## src/pkg/port1_pkg.sv

```systemverilog
package port1_pkg;
  localparam int DATA_W = 8;
  localparam int ADDR_W = 16;
  localparam int NUM_PINS = 2;
  localparam logic [ADDR_W-1:0] ADDR_OUTPUT_LATCH = 16'h7F44;
  localparam logic [ADDR_W-1:0] ADDR_PIN_INPUT = 16'h7F45;
  localparam logic [ADDR_W-1:0] ADDR_DIRECTION = 16'h7F46;
  localparam logic [ADDR_W-1:0] ADDR_FUNC_SEL_A = 16'h7F47;
  localparam logic [ADDR_W-1:0] ADDR_FUNC_SEL_B = 16'h7FF1;
  localparam logic [DATA_W-1:0] RESET_OUTPUT_LATCH = 8'h00;
  localparam logic [DATA_W-1:0] RESET_DIRECTION = 8'h00;
  localparam logic [DATA_W-1:0] RESET_FUNC_SEL_A = 8'h00;
  localparam logic [DATA_W-1:0] RESET_FUNC_SEL_B = 8'h00;
  localparam logic [DATA_W-1:0] UNMAPPED_READ = 8'h00;
  // Pin one carries the serial data input
  localparam int SERIAL_IN_PIN = 1;
endpackage

```

## src/design/port1_pin_function_control.sv

```systemverilog
// Added by the designer: the address-and-strobe port.
`timescale 1ns/1ps
// How it works
// - An 8-bit output latch sets each pin's driven level and pull-up when select A and B are both clear.
// - Reading the input register returns the sampled pin levels.
// - Pins in an inverted-read state return the complement of the pin.
// - Pin levels are readable whatever the pin's direction.
// - An 8-bit direction register selects input or output per pin when select A and B are both clear.
// - An 8-bit select register A picks each pin's function with B.
// - An 8-bit select register B, with A, latch and direction, sets output.
// - A peripheral input on a pin receives that pin's sampled data, complemented in an inverted-read state.
module port1_pin_function_control
  import port1_pkg::*;
(
  input wire logic sys_clk_i,
  input wire logic reset_i,
  input wire logic [ADDR_W-1:0] addr_i,
  input wire logic [DATA_W-1:0] wdata_i,
  input wire logic wr_i,
  input wire logic rd_i,
  output logic [DATA_W-1:0] rdata_o,
  input wire logic [NUM_PINS-1:0] pin_i,
  output logic [NUM_PINS-1:0] pin_o,
  output logic [NUM_PINS-1:0] pin_oe_o,
  output logic [NUM_PINS-1:0] pull_up_o,
  output logic [NUM_PINS-1:0] slow_slew_o,
  input wire logic serial_data_out_i,
  output logic serial_data_in_o
);
  typedef struct packed {
    logic [DATA_W-1:0] latch;
    logic [DATA_W-1:0] dir;
    logic [DATA_W-1:0] sel_a;
    logic [DATA_W-1:0] sel_b;
    logic [NUM_PINS-1:0] sync1;
    logic [NUM_PINS-1:0] sync2;
    logic [DATA_W-1:0] rdata;
  } state_s;

  state_s state_r;
  state_s state_nxt;
  logic [NUM_PINS-1:0] drive;
  logic [NUM_PINS-1:0] drive_en;
  logic [NUM_PINS-1:0] pull;
  logic [NUM_PINS-1:0] slow;
  logic [NUM_PINS-1:0] inv;
  logic [DATA_W-1:0] pin_read;
  logic hit_latch;
  logic hit_input;
  logic hit_dir;
  logic hit_sel_a;
  logic hit_sel_b;
  logic hit_any;
  logic wr_latch;
  logic wr_dir;
  logic wr_sel_a;
  logic wr_sel_b;
  logic [DATA_W-1:0] read_word;

  for (genvar i = 0; i < NUM_PINS; i++)
  begin : g_pin
    pin_function_cell pin_function_cell_inst (
      .sel_a_i(state_r.sel_a[i]),
      .sel_b_i(state_r.sel_b[i]),
      .latch_i(state_r.latch[i]),
      .dir_i(state_r.dir[i]),
      .serial_data_i(serial_data_out_i),
      .drive_o(drive[i]),
      .drive_en_o(drive_en[i]),
      .pull_up_o(pull[i]),
      .slow_slew_o(slow[i]),
      .invert_read_o(inv[i])
    );
  end

  // Address decode, one hit per register
  always_comb
  begin
    hit_latch = addr_i == ADDR_OUTPUT_LATCH;
    hit_input = addr_i == ADDR_PIN_INPUT;
    hit_dir = addr_i == ADDR_DIRECTION;
    hit_sel_a = addr_i == ADDR_FUNC_SEL_A;
    hit_sel_b = addr_i == ADDR_FUNC_SEL_B;
    hit_any = hit_latch | hit_input | hit_dir | hit_sel_a | hit_sel_b;
  end

  // Write enables; the input register has none, so writes to it are lost
  always_comb
  begin
    wr_latch = wr_i & hit_latch;
    wr_dir = wr_i & hit_dir;
    wr_sel_a = wr_i & hit_sel_a;
    wr_sel_b = wr_i & hit_sel_b;
  end

  // Word that a read returns; unmapped addresses give the idle value
  always_comb
  begin
    read_word = UNMAPPED_READ;
    if (!hit_any)
    begin
      read_word = UNMAPPED_READ;
    end
    else if (hit_latch)
    begin
      read_word = state_r.latch;
    end
    else if (hit_input)
    begin
      read_word = pin_read;
    end
    else if (hit_dir)
    begin
      read_word = state_r.dir;
    end
    else if (hit_sel_a)
    begin
      read_word = state_r.sel_a;
    end
    else if (hit_sel_b)
    begin
      read_word = state_r.sel_b;
    end
  end

  // Synchronised pin level, inverted where configured, direction-independent
  always_comb
  begin
    pin_read = '0;
    pin_read[NUM_PINS-1:0] = state_r.sync2 ^ inv;
  end

  // Next state: two-stage pin sampling, control writes, one-cycle read data
  always_comb
  begin
    state_nxt = state_r;
    state_nxt.sync1 = pin_i;
    state_nxt.sync2 = state_r.sync1;
    if (wr_latch)
    begin
      state_nxt.latch = wdata_i;
    end
    if (wr_dir)
    begin
      state_nxt.dir = wdata_i;
    end
    if (wr_sel_a)
    begin
      state_nxt.sel_a = wdata_i;
    end
    if (wr_sel_b)
    begin
      state_nxt.sel_b = wdata_i;
    end
    // Read data stands one cycle after the strobe and idles otherwise
    if (rd_i)
    begin
      state_nxt.rdata = read_word;
    end
    else
    begin
      state_nxt.rdata = UNMAPPED_READ;
    end
  end

  always_ff @(posedge sys_clk_i)
  begin
    if (reset_i)
    begin
      state_r.latch <= RESET_OUTPUT_LATCH;
      state_r.dir <= RESET_DIRECTION;
      state_r.sel_a <= RESET_FUNC_SEL_A;
      state_r.sel_b <= RESET_FUNC_SEL_B;
      state_r.sync1 <= '0;
      state_r.sync2 <= '0;
      state_r.rdata <= UNMAPPED_READ;
    end
    else
    begin
      state_r <= state_nxt;
    end
  end

  assign rdata_o = state_r.rdata;
  assign pin_o = drive;
  assign pin_oe_o = drive_en;
  assign pull_up_o = pull;
  assign slow_slew_o = slow;
  // Serial input sees the same (possibly inverted) data as a read
  assign serial_data_in_o = pin_read[SERIAL_IN_PIN];
endmodule

```

## src/design/pin_function_cell.sv

```systemverilog
`timescale 1ns/1ps
module pin_function_cell
  import port1_pkg::*;
(
  input wire logic sel_a_i,
  input wire logic sel_b_i,
  input wire logic latch_i,
  input wire logic dir_i,
  input wire logic serial_data_i,
  output logic drive_o,
  output logic drive_en_o,
  output logic pull_up_o,
  output logic slow_slew_o,
  output logic invert_read_o
);
  always_comb
  begin
    drive_o = 1'b0;
    drive_en_o = 1'b0;
    pull_up_o = 1'b0;
    slow_slew_o = 1'b0;
    invert_read_o = 1'b0;
    unique case ({sel_a_i, sel_b_i, latch_i, dir_i})
      4'h0: ;
      4'h2: pull_up_o = 1'b1;
      4'h1: drive_en_o = 1'b1;
      4'h3:
      begin
        drive_o = 1'b1;
        drive_en_o = 1'b1;
      end
      4'h4:
      begin
        drive_en_o = 1'b1;
        slow_slew_o = 1'b1;
      end
      4'h6:
      begin
        drive_o = 1'b1;
        drive_en_o = 1'b1;
        slow_slew_o = 1'b1;
      end
      4'h5: drive_en_o = 1'b1;
      4'h7: invert_read_o = 1'b1;
      4'h8: drive_en_o = 1'b1;
      4'hA:
      begin
        drive_o = ~serial_data_i;
        drive_en_o = 1'b1;
        invert_read_o = 1'b1;
      end
      4'h9:
      begin
        drive_o = serial_data_i;
        drive_en_o = 1'b1;
      end
      4'hB:
      begin
        drive_o = 1'b1;
        drive_en_o = 1'b1;
      end
      4'hC:
      begin
        drive_en_o = 1'b1;
        slow_slew_o = 1'b1;
      end
      4'hE:
      begin
        drive_o = serial_data_i;
        drive_en_o = 1'b1;
        slow_slew_o = 1'b1;
      end
      // Open drain: pull low only, release for a one
      4'hD: drive_en_o = ~serial_data_i;
      4'hF: ;
    endcase
  end
endmodule

```

## config.mk

```make
export PLATFORM = sky130hd
export DESIGN_NAME = port1_pin_function_control
export DESIGN_NICKNAME = d
export VERILOG_FILES = /design/src/pkg/port1_pkg.sv /design/src/design/port1_pin_function_control.sv /design/src/design/pin_function_cell.sv
export SDC_FILE = /design/constraint.sdc
export NUM_CORES = 1
export LEC_CHECK = 0
export BUFFER_PORTS_ARGS = -buffer_cell sky130_fd_sc_hd__buf_2
export CAP_MARGIN = 20
export CORE_MARGIN = 2
export CORE_UTILIZATION = 51
export CTS_BUF_LIST = sky130_fd_sc_hd__clkbuf_4 sky130_fd_sc_hd__clkbuf_8
export DETAILED_ROUTE_END_ITERATION = 7
export HOLD_SLACK_MARGIN = 0.03
export PLACE_DENSITY = 0.89
export SLEW_MARGIN = 20
export SYNTH_ARGS = -nofsm -noshare
export SYNTH_HDL_FRONTEND = slang
export SYNTH_SLANG_ARGS = --single-unit
```

## constraint.sdc

```tcl
create_clock -name sys_clk_i -period 1.75 [get_ports sys_clk_i]
set_input_delay 0.175 -clock sys_clk_i [delete_from_list [all_inputs] [get_ports sys_clk_i]]
set_output_delay 0.175 -clock sys_clk_i [all_outputs]
set_load 0.01 [all_outputs]
```

==> results of run 1 <==
## power by group through the flow
stage	combinational [µW]	sequential (µW)	clock, µW
2_1_floorplan	58.4	1030	0
6_report	123	1010	621
5_1_grt	134	1010	671
4_1_cts	122	1010	626
3_3_place_gp	119	1030	0
3_5_place_dp	122	1030	0
## cell type report
class	instances	area (µm²)	area share, %
Tap cell	52	65.1	2.50
Timing Repair Buffer	65	370	14.2
Sequential cell	44	883	33.9
Clock inverter	3	18.8	0.721
Inverter	2	7.51	0.288
Clock buffer	5	68.8	2.64
Multi-Input combinational cell	202	1190	45.7
## cell usage after synthesis, types with 2 or more instances
cell type,number
clkbuf_1,14
nor2b_1,11
o21ai_0,11
and2_1,2
buf_2,2
or4b_1,2
nand2_1,49
a221oi_1,3
mux2_2,2
nand2b_1,2
dfxtp_1,44
nand3_1,4
nor2_1,35
a22oi_1,6
nor3_1,8
mux2i_1,18
nand3b_1,3
inv_1,2
a21oi_1,26
buf_4,18
## state kept, by name (all words and copies together), names as in the netlist
signal and flops:
state_nxt 2, rdata_o 8, state_r 34
## cell usage in the layout, fill, tap and decap left out, drive strengths merged
master / count
nand3b: 4
and2b: 1
xnor2: 1
buf: 65
inv: 2
nor4: 3
a21boi: 1
or4: 1
nor3: 8
nand2: 49
and2: 2
or4b: 2
o2bb2ai: 1
nor4b: 1
nand2b: 2
o21a: 1
a311oi: 1
o21ai: 11
mux2i: 18
clkbuf: 5
clkinv: 3
a221oi: 3
mux2: 2
nor2: 37
a22oi: 6
a21oi: 26
and4bb: 1
nand4: 1
dfxtp: 44
a32oi: 1
nand4b: 1
a221o: 1
nand3: 5
nor2b: 11
## layer usage
metal | share of wire (%) | vias up
met2 | 51 | 86
met4 | 1.3 | 0
met1 | 40 | 959
met3 | 7.7 | 6
li1 | - | 1024
met5 | 0 | -
## metrics by stage
stage	instances	setup TNS [ns]	util [%]	hold slack (ns)
floorplan	284	0	-	0.303
global placement	365	-0.595	57.7	0.384
detailed placement	365	-2.38	57.7	0.394
CTS	373	0	59.7	0.0832
global route	373	0	59.8	0.0953
finish	373	0	59.8	0.0803
## cells by family (layout without fill, tap and decap cells)
group / Yosys count / in the layout / synth area share [%]
mux: 20 / 20 / 8.85
xor+xnor: 1 / 1 / 0.382
buf+inv: 38 / 75 / 9.61
simple gates: 129 / 129 / 29.3
compound gates: 52 / 52 / 13.4
flops: 44 / 44 / 38.4
## final timing paths
| check | from | endpoint | slack [ns] |
|---|---|---|---|
| worst max-delay path | state_r[37]$_SDFFE_PP0P_ | pin_o[1] | 0.14 |
| worst min-delay path | pin_i[0] | state_nxt[8]$_SDFF_PP0_ | 0.08 |
| worst max register to register | state_r[37]$_SDFFE_PP0P_ | rdata_o[1]$_SDFF_PP0_ | 0.44 |
| worst min register to register | state_nxt[9]$_SDFF_PP0_ | state_r[9]$_SDFF_PP0_ | 0.45 |
==> out/results.tsv, run 1 <==
metric	value	unit
status	finished, final reports clean	
synth_nets	315	
peakVddDrop	363	µV
global_route.usage.met2	35.6	%
fmax	620	MHz
numCtsBuffers	5	
area_growth	13.7	%
dr_total_vias	2075	
root_buffer	clkbuf_8	
finalClockSkew	0.00447	ns
relSlewSlack	75.8	%
ys_seq_area_share	38.4	%
synth_area	0.00229	mm²
wl	5220	µm
die_area	0.00504	mm²
core_area	0.00435	mm²
grtUsageTotal	21.1	%
p_int	1330	µW
clkTransAtPathRegs	0.08	ns
hpwl	3780	µm
hold_buffers	0	
yosysUniqueCellTypes	42	
use_met1	25.6	%
n_antenna_cell	0	
postCtsSetupRepairBufs	0	
die_h	71.0	µm
first_pass_iters	4	
clkPwrFrac	35.5	%
rsz0062_at_grt	no	
antenna_found_initial	0	
clk_latency	0.30	ns
setup_viol	0	
combPwrFrac	7.0	%
path_delay_family	flip-flops	
dp_slack	-0.144	ns
cp.required	1.57	ns
drv_cap	0	
synthCells	284	
min_path_type	input pin to register	
finalPower	1750	µW
drive_gt1_share	26.2	%
htree_levels	2	
yosysTopAreaCell	dfxtp_1	
cp_max_fo	10	
critical_path_buf_inv_count	1	
vias_per_cell	5.56	
die_x	71.0	µm
num_rows	24	
synth_edf_count	0	
reg2reg_depth	4	
placed_cell_area	0.00251	mm²
critPathCaptureType	primary output	
cp_cell_sequence	mux2_2 > a221oi_1 > a21oi_1 > buf_2	
finalWeightedCongestion	0.797	
yosys_warnings	0	
setup_slack	0.137	ns
drt_iter0_markers	167	
postSynthAreaPerCell	8.07	µm²
p_leak	0.00118	µW
wire_per_inst	14.0	µm
netlist.area_leader.share	38.4	%
cts_resized	0	
yosys_register_bits	44	
max_stage_delay	0.40	ns
clk_path_buf_depth	2	
pin_count	48	
min_period	1.61	ns
design_area	0.00260	mm²
async_flop_share	0	%
pwr-share-seq	57.5	%
criticalPathCategory	register to primary output	
finalHoldViolations	0	
critPathSlowestCell	dfxtp_1	
overflow	0	
port_buffers	47	
cts_tree	done	
grt_pass1_vias	1933	
grt_first_pass_wirelength	8490	µm
path_depth	4	
use_met3	6.27	%
start_util	52.6	%
fin_nets	351	
swShare	23.8	%
p_per_area	673	mW/mm²
drc	0	
grt_max_degree	32	
p_switching	417	µW
clock_sinks	44	
synth_top_flop_cell	dfxtp_1	
drv_slew	0	
num-fill-cells	358	
cp.arrival	1.44	ns
gr-max-usage-layer	met2	
ant_nets	0	
hold_depth	2	
ys_top_cells_by_area	dfxtp_1 (38%), nand2_1 (8.0%), mux2i_1 (7.9%)	
finalCritPeriodShare	92.1	%
worstSetupStartpointType	register	
worstMarginPinSlew	0.360	ns
Power figures use the tool's default switching activity.
==> run 2: changes to the inputs <==
--- a/config.mk
+++ b/config.mk
@@ -11,8 +11,9 @@
 export CORE_UTILIZATION = 51
 export CTS_BUF_LIST = sky130_fd_sc_hd__clkbuf_4 sky130_fd_sc_hd__clkbuf_8
 export DETAILED_ROUTE_END_ITERATION = 7
+export GPL_TIMING_DRIVEN = 0
 export HOLD_SLACK_MARGIN = 0.03
-export PLACE_DENSITY = 0.89
+export PLACE_DENSITY = 0.76
 export SLEW_MARGIN = 20
 export SYNTH_ARGS = -nofsm -noshare
 export SYNTH_HDL_FRONTEND = slang
==> out/results.tsv, run 2 (synthesized netlist as in run 1, its figures left out) <==
metric	value	unit	change
setup_viol	2		was 0
clkPwrFrac	35.2	%	was 35.5%
pwr-share-seq	57.8	%	was 57.5%
drive_gt1_share	26.9	%	was 26.2%
p_leak	0.00121	µW	was 0.00118 µW
status	finished, violations left		was finished, final reports clean
fin_nets	362		was 351
placed_cells	382		was 365
design_area	0.00266	mm²	was 0.00260 mm²
fin_cells	383		was 373
critPathCaptureType	register		was primary output
grt_max_degree	14		was 32
area_growth	16.1	%	was 13.7%
placed_cell_area	0.00259	mm²	was 0.00251 mm²
drv_cap	0		unchanged
max_stage_delay	0.50	ns	was 0.40 ns
cp_max_fo	8		was 10
die_area	0.00504	mm²	unchanged
top_register	state_r		unchanged
finalCritPeriodShare	102	%	was 92.1%
grt_first_pass_wirelength	8670	µm	was 8490 µm
overflow	0		unchanged
vias_per_cell	5.45		was 5.56
min_path_type	input pin to register		unchanged
fin_hold_ws	0.0782	ns	was 0.0803 ns
critical_path_buf_inv_count	2		was 1
swShare	24.0	%	was 23.8%
htree_levels	2		unchanged
finalPower	1740	µW	was 1750 µW
cts_tree	done		unchanged
peakVddDrop	363	µV	about the same
cp_cell_sequence	buf_2 > or4b_1 > buf_2 > nor4_4 > nand3_2 > mux2i_1 > nor2_1		was mux2_2 > a221oi_1 > a21oi_1 > buf_2
ant_nets	0		unchanged
cp.required	1.93	ns	was 1.57 ns
clk_latency	0.30	ns	about the same
drt_iter0_markers	113		was 167
numCtsBuffers	5		unchanged
n_antenna_cell	0		unchanged
p_int	1320	µW	was 1330 µW
drc	0		unchanged
root_buffer	clkbuf_8		unchanged
core_area	0.00435	mm²	unchanged
pin_count	48		unchanged
clk_path_buf_depth	2		unchanged
layout_commonest_cell	nand2_1		unchanged
largest_reg_flops	34		unchanged
grtUsageTotal	22.1	%	was 21.1%
die_h	71.0	µm	unchanged
port_buffers	46		was 47
path_delay_family	simple AND/OR/NAND/NOR gates		was flip-flops
failed_checks	setup timing		
worstMarginPinSlew	0.551	ns	was 0.360 ns
rsz0062_at_grt	yes		was no
wire_per_inst	13.7	µm	was 14.0 µm
setup_slack	-0.0347	ns	was 0.137 ns
relSlewSlack	63.2	%	was 75.8%
grt_pass1_vias	1956		was 1,933
hpwl	3650	µm	was 3780 µm
dr_total_vias	2086		was 2,075
critPathSlowestCell	or4b_1		was dfxtp_1
die_x	71.0	µm	unchanged
finalClockSkew	0.00583	ns	was 0.00447 ns
drv_slew	0		unchanged
finalHoldViolations	0		unchanged
criticalPathCategory	input pin to register		was register to primary output
min_period	1.78	ns	was 1.61 ns
fmax	560	MHz	was 620 MHz
wl	5230	µm	was 5220 µm
combPwrFrac	7.0	%	about the same
start_util	52.6	%	unchanged
cp.arrival	1.96	ns	was 1.44 ns
worstSetupStartpointType	input pin		was register
r2r_slack	0.41	ns	was 0.44 ns
crit_top_cell	buf_2		
finalWeightedCongestion	0.814		was 0.797
num_rows	24		unchanged
final_cell_mix	nand2_1 (49), buf_2 (48), dfxtp_1 (40), nor2_1 (35), a21oi_1 (26)		was nand2_1 (49), buf_2 (47), dfxtp_1 (42), nor2_1 (35), a21oi_1 (26)
first_pass_iters	4		unchanged
clock_sinks	44		unchanged
p_switching	417	µW	about the same
antenna_found_initial	0		unchanged
p_per_area	654	mW/mm²	was 673 mW/mm²
clkTransAtPathRegs	0.08	ns	about the same
## run 2: layout make-up
| type | instances | area, µm² |
|---|---|---|
| Multi-Input combinational cell | 202 | 1200 |
| Timing Repair Buffer | 46 | 230 |
| Buffer | 30 | 194 |
| Tap cell | 52 | 65.1 |
| Clock buffer | 5 | 68.8 |
| Fill cell | 396 | 1690 |
| Inverter | 2 | 7.51 |
| Clock inverter | 2 | 12.5 |
| Sequential cell | 44 | 886 |
## run 2: timing repair
action                                 in CTS  in global routing
setup buffers                               0                  0
gates resized for setup                     1                  9
endpoints found under the hold margin       0                  0
setup endpoints to repair                   5                 26
hold buffers                                0                  0
gates cloned                                0                  0
## run 2: path summary, 6_finish.rpt
| path | endpoint | from | cells past startpoint |
|---|---|---|---|
| setup / recovery | state_r[30]$_SDFFE_PP0P_ | addr_i[4] | 7 |
| hold / removal | state_nxt[8]$_SDFF_PP0_ | pin_i[0] | 2 |
| setup reg to reg | rdata_o[0]$_SDFF_PP0_ | state_r[12]$_SDFFE_PP0P_ | 5 |
| hold reg to reg | state_r[9]$_SDFF_PP0_ | state_nxt[9]$_SDFF_PP0_ | 1 |
## run 2: stage by stage
| step | worst slack (ns) | util [%] | setup TNS [ns] |
|---|---|---|---|
| 5_1_grt | -0.0925 | 61.1 | -1.14 |
| 6_report | -0.0347 | 61.1 | -0.0569 |
| 3_3_place_gp | -0.290 | 59.4 | -7.86 |
| 2_1_floorplan | 0.0506 | - | 0 |
| 3_5_place_dp | -0.334 | 59.4 | -8.50 |
| 4_1_cts | -0.0117 | 61.0 | -0.0229 |
## run 2: layer usage
layer  share of wire [%]  track usage, %  vias to the layer above
met5                   0               0                        -
met4                 1.9            9.01                        0
met3                 8.9            5.70                       10
met2                  47            38.1                       89
met1                  42            26.1                      940
li1                    -               -                     1047
## run 2: power by group through the flow
stage | clock network (µW) | registers [µW] | logic [µW]
floorplan | 0 | 1030 | 58.4
global placement | 0 | 1030 | 121
detailed placement | 0 | 1030 | 120
CTS | 621 | 1010 | 121
global route | 661 | 1010 | 135
finish | 613 | 1010 | 122
## run 2: worst register-to-register path: cells and delay by family (launching register included)
kind / cells / cell delay [ns]
DFF: 1 / 0.40
and+or+nand+nor: 1 / 0.21
AOI/OAI and AO/OA: 4 / 0.62
